==> src/uvsub_params.svh <==
`ifndef UVSUB_PARAMS_SVH
`define UVSUB_PARAMS_SVH
`define UVSUB_OPC_HI 31
`define UVSUB_OPC_LO 26
`define UVSUB_LEFT_HI 25
`define UVSUB_LEFT_LO 21
`define UVSUB_RIGHT_HI 20
`define UVSUB_RIGHT_LO 16
`define UVSUB_DEST_HI 15
`define UVSUB_DEST_LO 11
`define UVSUB_SUBOP_HI 10
`define UVSUB_SUBOP_LO 6
`define UVSUB_FUNC_HI 5
`define UVSUB_FUNC_LO 0
`define UVSUB_EXT_MAJOR 6'h1F
`define UVSUB_FN_QUAD_BYTE 6'h10
`define UVSUB_FN_OCTAL_BYTE 6'h14
`define UVSUB_SO_QB_WRAP 5'h01
`define UVSUB_SO_QB_SAT 5'h05
`define UVSUB_SO_QH_WRAP 5'h09
`define UVSUB_SO_QH_SAT 5'h0D
`define UVSUB_SO_OB_HALF 5'h19
`define UVSUB_SO_OB_HALF_RND 5'h1B
`define UVSUB_UNDERFLOW_BIT 20
`define UVSUB_CTRL_RESET 32'h0000_0000
`endif

==> src/uvsub_pkg.sv <==
package uvsub_pkg;
    typedef enum logic [2:0] {
        UVSUB_OP_NONE,
        UVSUB_OP_QB_WRAP,
        UVSUB_OP_QB_SAT,
        UVSUB_OP_QH_WRAP,
        UVSUB_OP_QH_SAT,
        UVSUB_OP_OB_HALF,
        UVSUB_OP_OB_HALF_RND
    } uvsub_op_t;
endpackage

==> src/uvsub_dec_if.sv <==
`timescale 1ns/1ps
interface uvsub_dec_if;
    import uvsub_pkg::*;
    logic [31:0] instr;
    logic ext_enable;
    uvsub_op_t op;
    logic recognised;
    logic reserved;
    logic disabled;
    logic [4:0] dest;
    modport decoder (input instr, input ext_enable, output op, output recognised,
        output reserved, output disabled, output dest);
    modport user (output instr, output ext_enable, input op, input recognised,
        input reserved, input disabled, input dest);
endinterface

==> src/uvsub_decode.sv <==
`timescale 1ns/1ps
`include "uvsub_params.svh"
module uvsub_decode
    import uvsub_pkg::*;
(
    uvsub_dec_if.decoder dec
);
    logic is_major;
    logic [4:0] subop;
    logic [5:0] func;

    // ----------------------------------------
    // Field decode
    // ----------------------------------------
    assign is_major = dec.instr[`UVSUB_OPC_HI:`UVSUB_OPC_LO] == `UVSUB_EXT_MAJOR;
    assign subop = dec.instr[`UVSUB_SUBOP_HI:`UVSUB_SUBOP_LO];
    assign func = dec.instr[`UVSUB_FUNC_HI:`UVSUB_FUNC_LO];
    assign dec.dest = dec.instr[`UVSUB_DEST_HI:`UVSUB_DEST_LO];

    always_comb begin
        dec.op = UVSUB_OP_NONE;
        if (is_major && func == `UVSUB_FN_QUAD_BYTE) begin
            if (subop == `UVSUB_SO_QB_WRAP) begin
                dec.op = UVSUB_OP_QB_WRAP;
            end else if (subop == `UVSUB_SO_QB_SAT) begin
                dec.op = UVSUB_OP_QB_SAT;
            end
        end else if (is_major && func == `UVSUB_FN_OCTAL_BYTE) begin
            if (subop == `UVSUB_SO_QH_WRAP) begin
                dec.op = UVSUB_OP_QH_WRAP;
            end else if (subop == `UVSUB_SO_QH_SAT) begin
                dec.op = UVSUB_OP_QH_SAT;
            end else if (subop == `UVSUB_SO_OB_HALF) begin
                dec.op = UVSUB_OP_OB_HALF;
            end else if (subop == `UVSUB_SO_OB_HALF_RND) begin
                dec.op = UVSUB_OP_OB_HALF_RND;
            end
        end
    end

    // Only encoding faults and a disabled extension raise exceptions
    assign dec.recognised = dec.op != UVSUB_OP_NONE && dec.ext_enable;
    assign dec.reserved = dec.op == UVSUB_OP_NONE;
    assign dec.disabled = dec.op != UVSUB_OP_NONE && !dec.ext_enable;
endmodule

==> src/uvsub_lanes.sv <==
`timescale 1ns/1ps
module uvsub_lanes
    import uvsub_pkg::*;
(
    input wire uvsub_op_t op_i,
    input wire logic [63:0] left_i,
    input wire logic [63:0] right_i,
    output logic [63:0] result_o,
    output logic underflow_o
);
    // Zero-extended byte difference, bit 8 is the borrow
    function automatic logic [8:0] diff8(input logic [7:0] a, input logic [7:0] b);
        diff8 = {1'b0, a} - {1'b0, b};
    endfunction

    // Zero-extended halfword difference, bit 16 is the borrow
    function automatic logic [16:0] diff16(input logic [15:0] a, input logic [15:0] b);
        diff16 = {1'b0, a} - {1'b0, b};
    endfunction

    logic [8:0] qb_d [4];
    logic [16:0] qh_d [4];
    logic [8:0] ob_d [8];
    logic [31:0] qb_res;
    logic qb_uf;
    logic qh_uf;
    logic [63:0] qh_res;
    logic [63:0] ob_res;
    logic sat;
    logic rnd;

    assign sat = op_i == UVSUB_OP_QB_SAT || op_i == UVSUB_OP_QH_SAT;
    assign rnd = op_i == UVSUB_OP_OB_HALF_RND;

    // ----------------------------------------
    // Lane arithmetic
    // ----------------------------------------
    always_comb begin
        qb_res = '0;
        qh_res = '0;
        ob_res = '0;
        qb_uf = 1'b0;
        qh_uf = 1'b0;
        for (int i = 0; i < 4; i++) begin
            qb_d[i] = diff8(left_i[8*i +: 8], right_i[8*i +: 8]);
            qb_uf = qb_uf | qb_d[i][8];
            qb_res[8*i +: 8] = (sat && qb_d[i][8]) ? 8'h00 : qb_d[i][7:0];
            qh_d[i] = diff16(right_i[16*i +: 16], left_i[16*i +: 16]);
            qh_uf = qh_uf | qh_d[i][16];
            qh_res[16*i +: 16] = (sat && qh_d[i][16]) ? 16'h0000 : qh_d[i][15:0];
        end
        for (int j = 0; j < 8; j++) begin
            ob_d[j] = diff8(left_i[8*j +: 8], right_i[8*j +: 8]) + {8'h00, rnd};
            ob_res[8*j +: 8] = ob_d[j][8:1];
        end
    end

    always_comb begin
        result_o = '0;
        underflow_o = 1'b0;
        unique case (op_i)
            UVSUB_OP_QB_WRAP, UVSUB_OP_QB_SAT: begin
                result_o = {{32{qb_res[31]}}, qb_res};
                underflow_o = qb_uf;
            end
            UVSUB_OP_QH_WRAP, UVSUB_OP_QH_SAT: begin
                result_o = qh_res;
                underflow_o = qh_uf;
            end
            UVSUB_OP_OB_HALF, UVSUB_OP_OB_HALF_RND: begin
                result_o = ob_res;
                underflow_o = 1'b0;
            end
            UVSUB_OP_NONE: begin
                result_o = '0;
            end
            default: begin
                result_o = '0;
            end
        endcase
    end
endmodule

==> src/uvsub_top.sv <==
`timescale 1ns/1ps
`include "uvsub_params.svh"
// Contract
// - Decode major opcode 011111 with fixed source, destination, sub-op, function fields
// - Quad-byte subtract: sub-op 00001 wrap, 00101 saturate, function 010000
// - Quad-halfword subtract: sub-op 01001 wrap, 01101 saturate, function 010100
// - Octal-byte halving: sub-op 11001 truncate, 11011 round, function 010100
// - Quad-byte: left byte minus right byte, wrap modulo 256
// - Saturating quad-byte clamps underflowed lanes to 0x00
// - Quad-byte: top lane MSB fills upper 32 result bits
// - Quad-byte underflow in any lane sets control bit 20
// - Byte underflow is bit 8 of 9-bit zero-extended difference
// - Quad-halfword: right lane minus left lane, all 64 bits written
// - Saturating quad-halfword clamps underflowed lanes to 0x0000
// - Quad-halfword underflow in any lane sets control bit 20
// - Halfword underflow is bit 16 of 17-bit zero-extended difference
// - Octal-byte: left minus right per byte, shifted right one
// - Rounding halving form adds one before the shift
// - Halving forms leave the underflow field untouched
// - Only reserved-instruction and extension-disabled exceptions are raised
module uvsub_top
    import uvsub_pkg::*;
(
    input wire logic core_clk_i,
    input wire logic rst_b_i,
    input wire logic issue_i,
    input wire logic [31:0] instr_i,
    input wire logic ext_enable_i,
    input wire logic [63:0] left_operand_reg_i,
    input wire logic [63:0] right_operand_reg_i,
    input wire logic [31:0] ctrl_word_i,
    output logic result_valid_o,
    output logic [4:0] result_dest_o,
    output logic [63:0] result_o,
    output logic ctrl_write_o,
    output logic [31:0] ctrl_word_o,
    output logic exc_reserved_o,
    output logic exc_disabled_o
);
    uvsub_dec_if dec_bus();
    logic [63:0] lane_res;
    logic lane_uf;
    logic go;
    logic result_valid_r;
    logic [4:0] result_dest_r;
    logic [63:0] result_r;
    logic ctrl_write_r;
    logic [31:0] ctrl_word_r;
    logic exc_reserved_r;
    logic exc_disabled_r;
    logic [31:0] ctrl_nxt;

    // ----------------------------------------
    // Decode and lanes
    // ----------------------------------------
    assign dec_bus.instr = instr_i;
    assign dec_bus.ext_enable = ext_enable_i;

    uvsub_decode u_dec (
        .dec(dec_bus.decoder)
    );

    uvsub_lanes u_lanes (
        .op_i(dec_bus.op),
        .left_i(left_operand_reg_i),
        .right_i(right_operand_reg_i),
        .result_o(lane_res),
        .underflow_o(lane_uf)
    );

    assign go = issue_i && dec_bus.recognised;

    always_comb begin
        ctrl_nxt = ctrl_word_i;
        if (lane_uf) begin
            ctrl_nxt[`UVSUB_UNDERFLOW_BIT] = 1'b1;
        end
    end

    // ----------------------------------------
    // Result stage
    // ----------------------------------------
    always_ff @(posedge core_clk_i) begin
        if (!rst_b_i) begin
            result_valid_r <= 1'b0;
            result_dest_r <= '0;
            result_r <= '0;
        end else begin
            result_valid_r <= go;
            if (go) begin
                result_dest_r <= dec_bus.dest;
                result_r <= lane_res;
            end
        end
    end

    // ----------------------------------------
    // Control word update
    // ----------------------------------------
    always_ff @(posedge core_clk_i) begin
        if (!rst_b_i) begin
            ctrl_write_r <= 1'b0;
            ctrl_word_r <= `UVSUB_CTRL_RESET;
        end else begin
            ctrl_write_r <= go && lane_uf;
            if (go) begin
                ctrl_word_r <= ctrl_nxt;
            end
        end
    end

    // ----------------------------------------
    // Exceptions
    // ----------------------------------------
    always_ff @(posedge core_clk_i) begin
        if (!rst_b_i) begin
            exc_reserved_r <= 1'b0;
            exc_disabled_r <= 1'b0;
        end else begin
            exc_reserved_r <= issue_i && dec_bus.reserved;
            exc_disabled_r <= issue_i && dec_bus.disabled;
        end
    end

    assign result_valid_o = result_valid_r;
    assign result_dest_o = result_dest_r;
    assign result_o = result_r;
    assign ctrl_write_o = ctrl_write_r;
    assign ctrl_word_o = ctrl_word_r;
    assign exc_reserved_o = exc_reserved_r;
    assign exc_disabled_o = exc_disabled_r;
endmodule
==> config.mk <==
export PLATFORM = sky130hd
export DESIGN_NAME = uvsub_top
export DESIGN_NICKNAME = d
export VERILOG_FILES = /design/src/uvsub_pkg.sv /design/src/uvsub_dec_if.sv /design/src/uvsub_decode.sv /design/src/uvsub_lanes.sv /design/src/uvsub_top.sv
export VERILOG_INCLUDE_DIRS = /design/src
export SDC_FILE = /design/constraint.sdc
export NUM_CORES = 1
export LEC_CHECK = 0
export ABC_AREA = 1
export BUFFER_PORTS_ARGS = -buffer_cell sky130_fd_sc_hd__buf_2
export CORE_MARGIN = 3
export CORE_UTILIZATION = 35
export CTS_BUF_LIST = sky130_fd_sc_hd__clkbuf_16
export DETAILED_ROUTE_END_ITERATION = 7
export PLACE_DENSITY = 0.66
export SLEW_MARGIN = 0
export SYNTH_ARGS = -nofsm -noshare
export SYNTH_HDL_FRONTEND = slang
export SYNTH_SLANG_ARGS = --single-unit
==> constraint.sdc <==
create_clock -name core_clk_i -period 6.8 [get_ports core_clk_i]
set_input_delay 0.68 -clock core_clk_i [delete_from_list [all_inputs] [get_ports core_clk_i]]
set_output_delay 0.68 -clock core_clk_i [all_outputs]
set_load 0.05 [all_outputs]
== Word-level counts from Yosys, hierarchy flattened ==
Index checks and enable logic that the tools add are counted.

* Flip-flop bits (word level): 105
* Latch bits: 0
* Bits in writable memories: 0
* ROM bits: 0
* Output and inout port bits: 105
* Word-level logic and storage cells: 90
* Memories kept: 0

* $add $sub $neg: 20
* Multiply operators: 0
* Div/mod/pow operators: 0
* Order comparisons: 0
* Eq/ne operators: 15
* Shift-type cells: 0
* Mux-type cells: 19
* Bitwise logic cells: 6
* Reduce and logical (&&, ||, !) cells: 23

{| class="wikitable"
|+ Operators by type and width
! operator !! count
|-
| 64-bit one-hot mux with 3 select lines || 1
|-
| 9-bit by 1-bit adder with 9-bit output || 8
|-
| 8-bit by 8-bit subtractor with 9-bit output || 8
|-
| 16-bit by 16-bit subtractor with 17-bit output || 4
|-
| 16-bit two-way mux || 4
|-
| 8-bit two-way mux || 4
|-
| 3-bit two-way mux || 7
|-
| 6-bit by 5-bit == test with 1-bit output (second input constant) || 3
|-
| 1-bit logical AND || 16
|-
| 5-bit by 4-bit == test with 1-bit output (second input constant) || 2
|-
| 5-bit == test (second input constant) || 2
|-
| 3-bit == test (second input constant) || 3
|-
| 3-bit by 2-bit == test with 1-bit output (second input constant) || 2
|-
| 1-bit OR || 6
|-
| 2-bit OR reduction || 3
|-
| 5-bit by 1-bit == test with 1-bit output (second input constant) || 1
|-
| 5-bit by 3-bit == test with 1-bit output (second input constant) || 1
|-
| 3-bit by 1-bit == test with 1-bit output (second input constant) || 1
|-
| 3-bit logical NOT || 1
|-
| 3-bit nonzero test || 1
|-
| 2-bit two-way mux || 1
|-
| 1-bit one-hot mux with 2 select lines || 1
|-
| 1-bit logical NOT || 1
|-
| 1-bit logical OR || 1
|-
| 1-bit two-way mux || 1
|}

== Longest topological paths before layout ==
* Depth after elaboration: 12
* Gate-level depth with buffers: 24
* Depth with buffers taken out: 24

== Hierarchy ==
Synthesis repeated with hierarchy kept, for this count alone.

* Cell total of the unflattened synthesis: 2382
* Area total of the unflattened synthesis: 13357.8 um^2

{| class="wikitable"
|+ Modules (own cells, without submodules)
! module !! times used !! cells each !! area each (um^2)
|-
| uvsub_lanes || 1 || 1668 || 8823.5
|-
| uvsub_top || 1 || 654 || 4214.0
|-
| uvsub_decode || 1 || 60 || 320.3
|}

== Least setup slack after synthesis ==
OpenSTA, ideal clock, no wires.

* Path type: input to register
* From: input instr_i[27]
* To: register result_r[55], in the netlist result_o[55]
* Arrival: 3.405 ns
* Required time: 6.691 ns
* Path slack: 3.286 ns
* Stages: 21
* Buffers on the path: 0
* Cell sequence: nand2_1 > nor2_1 > nand3_1 > nor2_2 > nand2_1 > nor2_4 > nand3_1 > ha_1 > nor2_1 > fa_1 > nand2_1 > inv_1 > o21ai_0 > nand2_1 > nand2_1 > o311ai_0 > or2_2 > nand3_1 > o2111ai_1 > nand2_1 > inv_1

* Cells in the longest elaborated chain, start to end: 9
* Elaborated cells between the ends (all ways): 24

{| class="wikitable"
|+ RTL lines
! what !! RTL line !! text
|-
| from (decl) || uvsub_top.sv:27 || <nowiki>input wire logic [31:0] instr_i,</nowiki>
|-
| 6-bit by 5-bit == test with 1-bit output (no source line) * || -- ||
|-
| 1-bit logical AND (no source line) || -- ||
|-
| 3-bit two-way mux || uvsub_decode.sv:28 || <nowiki>end else if (is_major && func == `UVSUB_FN_OCTAL_BYTE) begin</nowiki>
|-
| 3-bit two-way mux * || uvsub_decode.sv:22 || <nowiki>if (is_major && func == `UVSUB_FN_QUAD_BYTE) begin</nowiki>
|-
| parallel branches: the longest is 5 deep, another holds 9-bit by 1-bit adder with 9-bit output || -- ||
|-
| to (signal assigned) || uvsub_top.sv:92 || <nowiki>result_r <= lane_res;</nowiki>
|-
| to (decl) || uvsub_top.sv:46 || <nowiki>logic [63:0] result_r;</nowiki>
|}

Mark *: on every way between the ends.
A chain may end at the register's enable or synchronous reset.

== Worst setup path after layout ==
* From: input instr_i[1]
* To: register result_r[55], in the netlist result_o[55]

* Cells in the longest elaborated chain, start to end: 9
* Elaborated cells between the ends (all ways): 25

{| class="wikitable"
|+ RTL lines
! what !! RTL line
|-
| 6-bit by 5-bit == test with 1-bit output (no source line) || --
|-
| 1-bit logical AND (no source line) || --
|-
| 3-bit two-way mux || uvsub_decode.sv:28
|-
| 3-bit two-way mux * || uvsub_decode.sv:22
|-
| parallel branches: the longest is 5 deep, another holds 9-bit by 1-bit adder with 9-bit output || --
|}

Marked as above.

==> results.sh <==
export IMPL_cts_max_level=3
export IMPL_grt_antenna_before_repair=0
export IMPL_ys_warn_count=0
export IMPL_max_clock_freq_mhz=229
export IMPL_drive_above_1_share_pct=17.0
export IMPL_yosys_top_cells_area="dfxtp_1 (17%), ha_1 (16%), nand2_1 (15%), inv_1 (9.1%), nand3_1 (7.1%)"
export IMPL_max_cap_violations=0
export IMPL_timing_rr_start="result_o[18]$_SDFFE_PN0P_"
export IMPL_finalClockSkew_ns=0
export IMPL_final_common_cell="nand2_1"
export IMPL_end_kind="flop"
export IMPL_reg2reg_to="result_o[18]$_SDFFE_PN0P_"
export IMPL_grt_pass1_wl_microns=60300
export IMPL_arrival_ns=4.64
export IMPL_synthMuxAreaShare_pct=0
export IMPL_die_x_microns=193
export IMPL_final_cell_mix="nand2_1 (473), inv_1 (297), buf_2 (290)"
export IMPL_drt_wl_total_microns=38100
export IMPL_cts_buffers=9
export IMPL_drtPass1Iterations=5
export IMPL_crit_end="result_o[55]$_SDFFE_PN0P_"
export IMPL_worst_pin_slew_ns=0.858
export IMPL_postPlaceCellArea_sq_um=14000
export IMPL_layout_worst_path_cycle_share_pct=64.3
export IMPL_clock_sinks=105
export IMPL_critPathLaunch="instr_i[1]"
export IMPL_first_global_vias=12500
export IMPL_synth_edff_count=0
export IMPL_wl_per_cell_microns=14.3
export IMPL_finalSetupViolations=0
export IMPL_ctsHoldBuffers=0
export IMPL_p_leak_nw=7.92
export IMPL_netlist_area_sq_um=12200
export IMPL_crit_type="in2reg"
export IMPL_yosysTopAreaCellShare_pct=17.2
export IMPL_core_rowCount=67
export IMPL_synth_async_reset_ratio_pct=0
export IMPL_die_h_microns=193
export IMPL_power_density_nw_per_um2=132
export IMPL_synth_seq_cells=105
export IMPL_maxSlewHeadroom_pct=42.6
export IMPL_layout_nets=2581
export IMPL_vias=13300
export IMPL_cp_required_ns=7.07
export IMPL_synthSimpleGateAreaFrac_pct=33.7
export IMPL_status="finished, final reports clean"
export IMPL_synth_compound_area_share_pct=14.3
export IMPL_synth_xor_area_share_pct=4.67
export IMPL_period_needed_ns=4.37
export IMPL_via_per_inst=4.97
export IMPL_die_area_sq_um=37100
export IMPL_ys_flop_type="dfxtp_1"
export IMPL_synthCells=1963
export IMPL_place_congestion=0.898
export IMPL_route_detailed_drc=0
export IMPL_core_sq_um=34000
export IMPL_final_area_sq_um=14300
export IMPL_ir_drop_uv=98.7
export IMPL_portBuffers=290
export IMPL_rsz0062_at_grt="no"
export IMPL_cts_resized=0
export IMPL_post_cts_setup_buffers=0
export IMPL_worst_r2r_setup_slack_ns=6.07
export IMPL_cts_buffer_depth=2
export IMPL_pin_count=301
export IMPL_drtAntennaViolNets=0
export IMPL_cts_tree="yes"
export IMPL_grt_overflow_total=0
export IMPL_clkLatencyLatePin_ns=0.37
export IMPL_ys_seq_area_share_pct=17.2
export IMPL_hpwlAfterDp_microns=30500
export IMPL_dr_first_iter_drc_count=787
export IMPL_synth_area_leader_cell="dfxtp_1"
export IMPL_grt_total_usage_pct=19.8
export IMPL_grt_max_degree=58
export IMPL_yosysUniqueCellTypes=53
export IMPL_startpoint_type="input pin"
export IMPL_min_path_type="reg2reg"
export IMPL_syn_nets=2331
export IMPL_path_clk_slew_ns=0.08
export IMPL_initial_core_util_pct=35.9
export IMPL_syn_to_final_growth_pct=17.0
export IMPL_fillers=3647
export IMPL_synthAdderAreaFrac_pct=18.4
export IMPL_timing_setup_tns_ns=0
export IMPL_synth_area_per_cell_sq_um=6.22
export IMPL_worstRegToRegCells=4
export IMPL_maxSlewViolCount=0
export IMPL_cts_root_buf="clkbuf_16"
export IMPL_final_hold_violation_count=0
export IMPL_crit_fanout=8
export IMPL_synth_top_family_by_area="simple AND/OR/NAND/NOR gates"
## cells in the mapped netlist (6+ instances only)
master / n
o211ai_1: 13
o21bai_1: 11
o21ai_1: 11
a21boi_0: 6
nand4_1: 20
nor3_1: 14
fa_1: 12
buf_2: 20
xnor2_1: 11
dfxtp_1: 105
inv_2: 7
or2_2: 26
a31oi_1: 6
inv_1: 297
nand2_1: 473
a21oi_1: 155
nand3_2: 12
clkbuf_1: 29
nor2_1: 190
nand2_2: 6
nand3b_1: 14
o21ai_0: 83
xor2_1: 54
nand3_1: 172
ha_1: 160
## per-stage QoR
| stage | utilization [%] | cells | hold slack [ns] | setup WS (ns) | power, mW |
|---|---|---|---|---|---|
| 2_1_floorplan | - | 1963 | 0.685 | 3.29 | 1.14 |
| 3_3_place_gp | 41.2 | 2650 | 0.450 | 2.13 | 1.32 |
| 3_5_place_dp | 41.2 | 2650 | 0.452 | 2.03 | 1.33 |
| 4_1_cts | 42.1 | 2666 | 0.466 | 2.42 | 1.90 |
| 5_1_grt | 42.1 | 2666 | 0.487 | 2.12 | 2.02 |
| 6_report | 42.1 | 2667 | 0.464 | 2.43 | 1.88 |
## metal layers
layer  GRT usage, %  part of all wire (%)  vias to the layer above
li1               -                     -                     6815
met1           26.4                    46                     6060
met2           34.2                    48                      360
met3           1.96                   5.1                       30
met4           4.90                   1.3                        0
met5              0                     0                        -
## worst max-delay path, stage by stage
cell       delay (ns)
buf_2            0.11
nor2_1           0.17
nand3_1          0.14
nor2_2           0.15
nand2_1          0.11
nor2_4           0.17
nand3_1          0.66
ha_1             0.58
nor2_1           0.07
fa_1             0.42
nand2_1          0.08
inv_1            0.04
o21ai_0          0.24
nand2_1          0.13
nand2_1          0.08
o311ai_0         0.15
or2_2            0.31
nand3_1          0.08
o2111ai_1        0.11
nand2_1          0.11
inv_1            0.04
## power breakdown
part           switching (mW)  internal, mW  total [mW]
sequential           0.000159         0.615       0.615
combinational           0.444         0.265       0.709
clock                   0.298         0.262       0.559
## worst min-delay path by stage
stage	start	to	cells after the start
final	result_o[27]$_SDFFE_PN0P_	result_o[27]$_SDFFE_PN0P_	2
after global routing	result_o[26]$_SDFFE_PN0P_	result_o[26]$_SDFFE_PN0P_	2
after CTS	result_o[32]$_SDFFE_PN0P_	result_o[32]$_SDFFE_PN0P_	2
after detailed placement	result_o[32]$_SDFFE_PN0P_	result_o[32]$_SDFFE_PN0P_	2
after global placement	result_o[42]$_SDFFE_PN0P_	result_o[42]$_SDFFE_PN0P_	2
after floorplan	result_o[8]$_SDFFE_PN0P_	result_o[8]$_SDFFE_PN0P_	2
## layout make-up
class	instances	area [sq um]	area share, %
Clock inverter	7	72.6	0.508
Sequential cell	105	2100	14.7
Inverter	305	1140	8.02
Tap cell	448	561	3.92
Timing Repair Buffer	296	1500	10.5
Clock buffer	9	225	1.58
Antenna cell	1	2.50	0.0175
Multi-Input combinational cell	1496	8680	60.8
## flip-flops by register name, summed over array words and instances (netlist names)
register        flops
ctrl_word_o        32
result_o           64
result_dest_o       5
ctrl_write_o        1
result_valid_o      1
exc_reserved_o      1
exc_disabled_o      1
## cell families after synthesis
| kind of cell | after synthesis |
|---|---|
| XOR/XNOR | 65 |
| flip-flops | 105 |
| adder cells (fa/ha/maj) | 172 |
| buffers and inverters | 362 |
| AND/OR/NAND/NOR | 945 |
| AO/OA/AOI/OAI | 314 |
No activity file was read; power rests on OpenSTA's default activity.
